**config.mk**
```make
export PLATFORM = sky130hd
export DESIGN_NAME = iep_top
export DESIGN_NICKNAME = d
export VERILOG_FILES = /design/src/iep_pkg.sv /design/src/iep_top.sv
export VERILOG_INCLUDE_DIRS = /design/src /design/src/src
export SDC_FILE = /design/constraint.sdc
export NUM_CORES = 1
export LEC_CHECK = 0
export BUFFER_PORTS_ARGS = -buffer_cell sky130_fd_sc_hd__buf_2
export CORE_UTILIZATION = 40
export CTS_CLUSTER_SIZE = 24
export DETAILED_ROUTE_END_ITERATION = 12
export GPL_TIMING_DRIVEN = 0
export PLACE_DENSITY = 0.68
export SLEW_MARGIN = 20
export SYNTH_ARGS = -nofsm -noshare
export SYNTH_HDL_FRONTEND = slang
export SYNTH_SLANG_ARGS = --single-unit
```
**constraint.sdc**
```tcl
create_clock -name aclk -period 20.1 [get_ports aclk]
set_clock_uncertainty 0.15 [all_clocks]
set_input_delay 1.005 -clock aclk [delete_from_list [all_inputs] [get_ports aclk]]
set_output_delay 1.005 -clock aclk [all_outputs]
set_load 0.02 [all_outputs]
```
**src/iep_regs.svh**
```systemverilog
// Register offsets, field layout and reset values of the interrupt enable/priority block
`ifndef IEP_REGS_SVH
`define IEP_REGS_SVH

// Register classes by address bits [7:4]; group index in bits [3:2]
`define IEP_BASE_EN      4'h0
`define IEP_BASE_PRIO    4'h1
`define IEP_BASE_FLAG    4'h2
`define IEP_BASE_CLR     4'h3

// Enable registers (also the interrupt enable of the flag registers)
`define IEP_OFF_EN_GRP2  8'h00
`define IEP_OFF_EN_GRP3  8'h04
`define IEP_OFF_EN_GRP4  8'h08
`define IEP_OFF_EN_PRIO  8'h0c
// Priority registers
`define IEP_OFF_PRIO0    8'h10
`define IEP_OFF_PRIO1    8'h14
`define IEP_OFF_PRIO2    8'h18
// Read-only sticky flags, write-one-to-clear companions
`define IEP_OFF_FLAG_GRP2 8'h20
`define IEP_OFF_FLAG_PRIO 8'h2c
`define IEP_OFF_CLR_GRP2  8'h30
`define IEP_OFF_CLR_PRIO  8'h3c

// Implemented bits per group
`define IEP_MASK_GRP2    16'h0007
`define IEP_MASK_GRP3    16'h39ff
`define IEP_MASK_GRP4    16'h00f6
`define IEP_MASK_PRIOSRC 16'h0fff
`define IEP_MASK_PRIO    16'h7777

`define IEP_RST_EN       16'h0000
`define IEP_RST_PRIO     16'h4444
`define IEP_PRIO_W       3
`define IEP_FIELD_STRIDE 4
`define IEP_NUM_PSRC     12

`endif

```
**src/iep_pkg.sv**
```systemverilog
// Types shared by the interrupt enable/priority block
package iep_pkg;

    typedef logic [15:0] iep_word_t;

    typedef enum logic [2:0] {
        IEP_K_NONE = 3'h0,
        IEP_K_EN   = 3'h1,
        IEP_K_PRIO = 3'h3,
        IEP_K_FLAG = 3'h2,
        IEP_K_CLR  = 3'h6
    } iep_kind_e;

    typedef enum logic [1:0] {
        IEP_OKAY   = 2'h0,
        IEP_SLVERR = 2'h2
    } iep_resp_e;

    typedef struct packed {
        iep_kind_e  kind;
        logic [1:0] grp;
    } iep_dec_s;

    // One word per source group: prio = the twelve prioritised sources
    typedef struct packed {
        iep_word_t prio;
        iep_word_t g4;
        iep_word_t g3;
        iep_word_t g2;
    } iep_events_s;

    typedef struct packed {
        logic       valid;
        logic [2:0] level;
        logic [3:0] src;
    } iep_req_s;

endpackage : iep_pkg

```
**src/iep_top.sv**
```systemverilog
// Interrupt enable, priority and sticky-flag registers with AXI4-Lite access
`timescale 1ns/10ps
`default_nettype none
`include "iep_regs.svh"

module iep_top
    import iep_pkg::*;
(
    input  wire logic        aclk,
    input  wire logic        aresetn,
    input  wire logic        s_axi_awvalid,
    output logic             s_axi_awready,
    input  wire logic [31:0] s_axi_awaddr,
    input  wire logic        s_axi_wvalid,
    output logic             s_axi_wready,
    input  wire logic [31:0] s_axi_wdata,
    input  wire logic [3:0]  s_axi_wstrb,
    output logic             s_axi_bvalid,
    input  wire logic        s_axi_bready,
    output logic [1:0]       s_axi_bresp,
    input  wire logic        s_axi_arvalid,
    output logic             s_axi_arready,
    input  wire logic [31:0] s_axi_araddr,
    output logic             s_axi_rvalid,
    input  wire logic        s_axi_rready,
    output logic [31:0]      s_axi_rdata,
    output logic [1:0]       s_axi_rresp,
    input  wire iep_events_s src_event,
    output iep_events_s      fwd_req,
    output iep_req_s         cpu_req,
    output logic             irq
);

    function automatic iep_dec_s iep_decode(input logic [31:0] a);
        iep_dec_s d;
        d.grp  = a[3:2];
        d.kind = IEP_K_NONE;
        if (a[31:8] == 24'h0 && a[1:0] == 2'h0) begin
            unique case (a[7:4])
                `IEP_BASE_EN:   d.kind = IEP_K_EN;
                `IEP_BASE_PRIO: d.kind = (a[3:2] == 2'h3) ? IEP_K_NONE : IEP_K_PRIO;
                `IEP_BASE_FLAG: d.kind = IEP_K_FLAG;
                `IEP_BASE_CLR:  d.kind = IEP_K_CLR;
                default:        d.kind = IEP_K_NONE;
            endcase
        end
        return d;
    endfunction : iep_decode

    function automatic iep_word_t iep_mask(input logic [1:0] g);
        iep_word_t m;
        unique case (g)
            2'h0:    m = `IEP_MASK_GRP2;
            2'h1:    m = `IEP_MASK_GRP3;
            2'h2:    m = `IEP_MASK_GRP4;
            default: m = `IEP_MASK_PRIOSRC;
        endcase
        return m;
    endfunction : iep_mask

    // Registers are 16 bits wide: only the two low byte lanes count
    function automatic iep_word_t iep_lanes(input logic [31:0] d, input logic [3:0] s);
        return d[15:0] & {{8{s[1]}}, {8{s[0]}}};
    endfunction : iep_lanes

    // Highest level wins; ties go to the lowest source index
    function automatic iep_req_s iep_pick(input logic [`IEP_NUM_PSRC-1:0] cand,
                                          input logic [3*`IEP_NUM_PSRC-1:0] lvl);
        iep_req_s r;
        r = '0;
        for (int i = 0; i < `IEP_NUM_PSRC; i++) begin
            if (cand[i] && (!r.valid || lvl[3*i +: 3] > r.level)) begin
                r.valid = 1'b1;
                r.level = lvl[3*i +: 3];
                r.src   = 4'(i);
            end
        end
        return r;
    endfunction : iep_pick

    iep_word_t en_q   [0:3];
    iep_word_t flag_q [0:3];
    iep_word_t prio_q [0:3];
    iep_word_t ev_w   [0:3];
    iep_word_t eff_en [0:3];
    logic [3:0] pend;

    // ---------------- Bus decode ----------------
    iep_dec_s  wr_dec;
    iep_dec_s  rd_dec;
    logic      wr_fire;
    logic      rd_fire;
    iep_word_t wr_bytes;
    iep_word_t rd_word;
    iep_word_t clr_bits;

    // Address and data taken together: no buffering of a lone channel
    assign wr_fire       = s_axi_awvalid & s_axi_wvalid & ~s_axi_bvalid;
    assign s_axi_awready = wr_fire;
    assign s_axi_wready  = wr_fire;
    assign rd_fire       = s_axi_arvalid & ~s_axi_rvalid;
    assign s_axi_arready = rd_fire;
    assign wr_dec        = iep_decode(s_axi_awaddr);
    assign rd_dec        = iep_decode(s_axi_araddr);
    assign wr_bytes      = iep_lanes(s_axi_wdata, s_axi_wstrb);
    assign clr_bits      = (wr_fire && wr_dec.kind == IEP_K_CLR) ? wr_bytes : 16'h0;

    assign ev_w[0] = src_event.g2;
    assign ev_w[1] = src_event.g3;
    assign ev_w[2] = src_event.g4;
    assign ev_w[3] = src_event.prio;

    // ---------------- Register groups ----------------
    genvar g;
    generate
        for (g = 0; g < 4; g++) begin : gen_grp
            logic      wr_en_hit;
            logic      clr_hit;
            iep_word_t mask;
            iep_word_t next_en;
            iep_word_t next_flag;
            assign mask      = iep_mask(2'(g));
            assign wr_en_hit = wr_fire && wr_dec.kind == IEP_K_EN && wr_dec.grp == 2'(g);
            assign clr_hit   = wr_dec.grp == 2'(g);
            assign next_en   = ((en_q[g] & ~{{8{s_axi_wstrb[1]}}, {8{s_axi_wstrb[0]}}})
                               | wr_bytes) & mask;
            // Event in the same cycle as its clear keeps the flag set
            assign next_flag = ((flag_q[g] & ~(clr_hit ? clr_bits : 16'h0))
                               | ev_w[g]) & mask;
            assign pend[g]   = |(flag_q[g] & eff_en[g]);

            always_ff @(posedge aclk) begin
                if (!aresetn) begin
                    en_q[g]   <= `IEP_RST_EN;
                    flag_q[g] <= 16'h0;
                end else begin
                    if (wr_en_hit) begin
                        en_q[g] <= next_en;
                    end
                    flag_q[g] <= next_flag;
                end
            end
        end

        for (g = 0; g < 3; g++) begin : gen_prio
            logic      hit;
            iep_word_t next_prio;
            assign hit       = wr_fire && wr_dec.kind == IEP_K_PRIO && wr_dec.grp == 2'(g);
            assign next_prio = ((prio_q[g] & ~{{8{s_axi_wstrb[1]}}, {8{s_axi_wstrb[0]}}})
                               | wr_bytes) & `IEP_MASK_PRIO;
            always_ff @(posedge aclk) begin
                if (!aresetn) begin
                    prio_q[g] <= `IEP_RST_PRIO;
                end else if (hit) begin
                    prio_q[g] <= next_prio;
                end
            end
        end
    endgenerate
    // No fourth priority register: its slot decodes as unmapped
    assign prio_q[3] = 16'h0;

    // ---------------- Priority sources ----------------
    logic [`IEP_NUM_PSRC-1:0]   cand;
    logic [`IEP_NUM_PSRC-1:0]   lvl_nz;
    logic [3*`IEP_NUM_PSRC-1:0] lvl;
    iep_req_s                   best;

    genvar s;
    generate
        // Source s sits in priority register s/4, field s%4 from bit 0 up
        for (s = 0; s < `IEP_NUM_PSRC; s++) begin : gen_src
            assign lvl[3*s +: 3] = prio_q[s / 4][`IEP_FIELD_STRIDE*(s % 4) +: `IEP_PRIO_W];
            assign lvl_nz[s]     = |lvl[3*s +: 3];
            assign cand[s]       = flag_q[3][s] & en_q[3][s] & lvl_nz[s];
        end
    endgenerate

    assign eff_en[0] = en_q[0];
    assign eff_en[1] = en_q[1];
    assign eff_en[2] = en_q[2];
    assign eff_en[3] = en_q[3] & {4'h0, lvl_nz};
    assign best      = iep_pick(cand, lvl);
    assign irq       = |pend;

    always_ff @(posedge aclk) begin
        if (!aresetn) begin
            cpu_req <= '0;
            fwd_req <= '0;
        end else begin
            cpu_req <= best;
            fwd_req <= '{prio: flag_q[3] & eff_en[3], g4: flag_q[2] & eff_en[2],
                         g3: flag_q[1] & eff_en[1], g2: flag_q[0] & eff_en[0]};
        end
    end

    // ---------------- Responses ----------------
    // A write lands at its request edge; the answer follows one cycle later
    assign rd_word = (rd_dec.kind == IEP_K_EN)   ? en_q[rd_dec.grp]   :
                     (rd_dec.kind == IEP_K_PRIO) ? prio_q[rd_dec.grp] :
                     (rd_dec.kind == IEP_K_FLAG) ? flag_q[rd_dec.grp] : 16'h0;

    always_ff @(posedge aclk) begin
        if (!aresetn) begin
            s_axi_bvalid <= 1'b0;
            s_axi_bresp  <= IEP_OKAY;
        end else if (wr_fire) begin
            s_axi_bvalid <= 1'b1;
            s_axi_bresp  <= (wr_dec.kind == IEP_K_NONE) ? IEP_SLVERR : IEP_OKAY;
        end else if (s_axi_bready) begin
            s_axi_bvalid <= 1'b0;
        end
    end

    always_ff @(posedge aclk) begin
        if (!aresetn) begin
            s_axi_rvalid <= 1'b0;
            s_axi_rdata  <= 32'h0;
            s_axi_rresp  <= IEP_OKAY;
        end else if (rd_fire) begin
            s_axi_rvalid <= 1'b1;
            s_axi_rdata  <= {16'h0, rd_word};
            s_axi_rresp  <= (rd_dec.kind == IEP_K_NONE) ? IEP_SLVERR : IEP_OKAY;
        end else if (s_axi_rready) begin
            s_axi_rvalid <= 1'b0;
        end
    end

    // Arbiter inputs one cycle back, indexed by the winner that cpu_req now
    // carries; an indexed $past would take the index from the past as well
    logic [`IEP_NUM_PSRC-1:0]   cand_d;
    logic [3*`IEP_NUM_PSRC-1:0] lvl_d;

    always_ff @(posedge aclk) begin
        cand_d <= cand;
        lvl_d  <= lvl;
    end

    generate
        for (s = 0; s < `IEP_NUM_PSRC; s++) begin : gen_arb_chk

        end
    endgenerate
endmodule : iep_top
`default_nettype wire

```
Word-level counts from Yosys, hierarchy flattened. Memories as Yosys holds them, arrays and structs flattened. Cells that the tools add are included.

Mux-type cells: 57. Bitwise operators: 72. $lt $le $gt $ge: 12. Reduce and logical (&&, ||, !) cells: 70. Eq/ne operators: 16.

Operators with widths (number): $mux 14 (10); $mux 8 (13); $mux 16 (5); $and 16x16->16 (4); $reduce_or 64->1 (1); $and 15x15->15 (4); $logic_not 24->1 (2); $or 15x15->15 (3); $reduce_or 3->1 (12); $gt 3x3->1 (11); $bmux 16 s2 (1); $and 14x14->14 (2); $or 14x14->14 (2); $and 1x1->1 (27); $and 12x12->12 (2); $or 12x12->12 (2); $pmux 3 s4 (2); $logic_and 1x1->1 (23); $mux 1 (18); $and 16x12->16 (1); $and 8x8->8 (2); $eq 4x2->1 const B (4); $or 8x8->8 (2); $not 15->15 (1); other kinds (26) (73).

Memories: 2. Output and inout port bits: 114. Register bits after elaboration: 130. Memory bits (writable): 112.

Memories: en_q (words 4, width 14, rd ports 5, clocked after memory_dff 0, wr ports 4, line iep_top.sv:81) `iep_word_t en_q [0:3];`; flag_q (words 4, width 14, rd ports 5, clocked after memory_dff 0, wr ports 4, line iep_top.sv:82) `iep_word_t flag_q [0:3];`.

Depth between registers and ports, before layout. An unclocked memory read counts as a cell.

Depth in word-level cells: 48. Mapped depth: 88.

Least setup slack after synthesis. No wires, ideal clock.

Path type: reg-to-reg. Start: memory en_q[3][0] in the netlist's numbering. End: register cpu_req[2] in the netlist's numbering. Setup time: 0.122 ns. Stages on the path, launching flop included: 79. Clock period less this slack: 14.886 ns. Data arrival time: 14.614 ns. Slack: 5.214 ns. Cells stage by stage: edfxtp_1 -> nand3_1 -> ha_1 -> a211o_1 -> a21o_1 -> a21o_1 -> and2_1 -> ha_1 -> nand3_1 -> o21ai_0 -> o21a_4 -> or3_4 -> o21ai_0 -> ha_1 -> a211oi_1 -> o22a_1 -> o22ai_1 -> o221ai_2 -> [43 not listed] -> ha_1 -> nor2b_1 -> o21ai_0 -> inv_1 -> o21ai_0 -> nand2_1 -> nand2_1 -> clkbuf_1 -> mux2_2 -> ha_1 -> a21o_1 -> a21oi_1 -> a31oi_1 -> nor2_1 -> nor2_1 -> a21oi_1 -> and3_2 -> o311a_1.

RTL lines: start: declaration (line iep_top.sv:81); end signal: assignment (line iep_top.sv:191) `cpu_req <= best;`; end: declaration (line iep_top.sv:30) `output iep_req_s cpu_req,`.

==> results.txt <==
FMAX: 0.05960 GHz
Max incr delay on CP: 0.53 ns
Initial antenna violation count: 0
Cell count of the worst hold path: 2
Final hold vios: 0
Post-cts sizing count: 0
Clk_lat worst skew: 0.44 ns
Crit-path slowest cell: edfxtp_1
Post-CTS Setup Bufs: 0
Synth warn: 0
CP Max Fanout: 10
TritonCTS clock tree: built
Cell at the root of the clock tree: clkbuf_16
Worst-margin pin slew: 1.106 ns
Gpl congestion: 0.9497
Levels on crit path: 78
Top cell family by delay on the critical path: compound AO/OA/AOI/OAI gates
Setup tns final: 0 ns
Worst-path clk slew: 0.07 ns
RSZ-0062 raised after global routing: no
Status: completed
Min Tclk post-route: 16.78 ns
Grt ovf: 0
Worst setup margin: 3.323 ns
Switching pwr: 245.6 uW
Arr. time, crit path: 16.95 ns
Reg-to-reg critical path startpoint: en_q[3][0]
Sequential power share: 43.1%
Routed WL per cell: 20.04 um
Post-Syn Area: 9266 um2
Clk sinks: 162
Antenna diodes: 0
Core area: 22710 um2
Post-DP HPWL: 24.93 mm
Register area share after synthesis: 38.56%
# H-tree levels: 4
P_leak: 0.005081 uW
Final setup vio count: 0
Required time of the worst setup path: 20.27 ns
Area occupied by multi-input gates: 5204 um2
Comb power frac: 16.9%
Storage cell area: 3573 um2
Vias in the first global route: 8558
Filler Cell Count: 2212
Max_slew headroom: 26.02%
Yosys top cell area share: 27.87%
Global Route Usage Sum: 27.02%
I/O pin cnt: 285
Initial core utilization: 40.80%
Max-cap violations: 0
Detail Route Antenna Nets: 0
Crit path top cell by count: ha_1
Cell with the most instances after synthesis: dfxtp_1
Int Pwr: 580.5 uW
Synth area leaders: dfxtp_1 28%, edfxtp_1 11%, mux2i_1 6.8%
Die X: 154.2 um
FFs w/ async S/R, synth: 0%
Initial DRC count: 911
Post-Place Cells: 1575
Post-Route WL: 32.21 mm
Crit. End Element: flop
R2R depth: 78
DRT Pass-1 Iters: 7
Post-synth top area cell: dfxtp_1
IO Port Bufs: 183
Switching share of power: 29.73%
Largest net degree at the start of global routing: 17
Period utilisation layout: 83.47%
Slew Viols, Final: 0
DIE AREA: 23780 um2
Power Density: 72.81 nW/um2
Clock Power Share: 40.0%
Post-synth top cells: 129 x dfxtp_1, 120 x nor2_1, 96 x a21oi_1
Vias: 9207
Max VDD drop: 0.04231 mV
Cts hold-fix bufs: 0
Vias per cell: 5.729
Reg2reg end: cpu_req[2]
NumNets Final: 1510
Area delta synth->final: 22.43%
Post-Layout Cell Count: 1607
CP Class: flop to flop
Setup crit start: en_q[3][0]
Post-synth EDFFs: 33
DRC: 0
CP Launch Type: flop
First-pass GRT wire length: 48.56 mm
Syn Area/Cell: 8.783 um2
Yosys reg bits: 162
Die Y: 154.2 um
CTS Buffer Depth: 2
# rows: 55
Setup crit end: cpu_req[2]
Buf/Inv on CP: 3
Reg2Reg Setup Slack: 3.32 ns
Primary FF master, synth: dfxtp_1
Ratio of cells with drive above 1 in the final layout: 24.21%
CTS buffer count: 17
Syn Inst Count: 1055
Hold Path Class: flop to flop
Setup WS pre-CTS: 3.560 ns
Netlist cell types: 81
layout by cell type, fill, tap and decap left out, types with 30 or more instances in the layout:
cell type	count
conb_1	50
buf_2	184
clkbuf_1	45
ha_1	30
nand3_1	48
a21oi_1	96
dfxtp_1	129
nor2_1	120
nand2b_1	35
mux2i_1	63
o21ai_0	38
nand2_1	83
buf_4	52
edfxtp_1	33
power by group through the flow:
stage	clock network, uW	registers (uW)	logic (uW)
2_1_floorplan	0	364	85.4
3_3_place_gp	0	363	134
3_5_place_dp	0	363	136
4_1_cts	332	355	137
5_1_grt	347	357	151
6_report	331	356	140
stage by stage:
step | cell area [um2] | util (%) | hold slack (ns) | power, uW
after detailed placement | 10760 | 47.36 | 0.3015 | 498.8
after CTS | 11340 | 49.96 | 0.3096 | 824.9
after floorplan | 9450 | - | 0.3099 | 449.2
final | 11340 | 49.96 | 0.3121 | 826.1
after global placement | 10720 | 47.22 | 0.2899 | 496.8
after global routing | 11340 | 49.96 | 0.3507 | 854.3
worst min-delay path: stages, from the launching register on:
cell     delay (ns)
dfxtp_1        0.32
nand2_1        0.05
a21oi_1        0.05
worst min-delay path by stage:
stage / to / startpoint / slack (ns)
after floorplan: flag_q[3][7] / flag_q[3][7] / 0.31
after global placement: s_axi_rdata[1] / s_axi_rdata[1] / 0.29
after detailed placement: s_axi_rdata[1] / s_axi_rdata[1] / 0.30
after CTS: s_axi_rdata[1] / s_axi_rdata[1] / 0.31
after global routing: s_axi_rdata[2] / s_axi_rdata[2] / 0.35
final: s_axi_rdata[1] / s_axi_rdata[1] / 0.31
per-layer routing:
metal	global-route usage [%]	vias up	wire length, um
met4	8.905	0	852
li1	-	4261	-
met2	43.77	532	14550
met1	34.86	4338	13510
met3	7.173	76	3296
met5	0	-	0
final cells by class:
class / count / share of cell area (%)
Multi-Input combinational cell: 813 / 45.87
Sequential cell: 162 / 31.50
Timing Repair Buffer: 186 / 8.327
Buffer: 99 / 4.974
Clock buffer: 19 / 4.004
Tap cell: 285 / 3.143
Clock inverter: 13 / 1.191
Inverter: 30 / 0.9926
cell families after synthesis:
family                     share of synthesized area (%)
DFF                                                38.56
other                                            0.04047
AOI/OAI and AO/OA                                  19.48
adders and majority gates                          4.051
buffers and inverters                              7.305
muxes                                              9.762
and+or+nand+nor                                    20.79
Power figures use the tool's default switching activity.
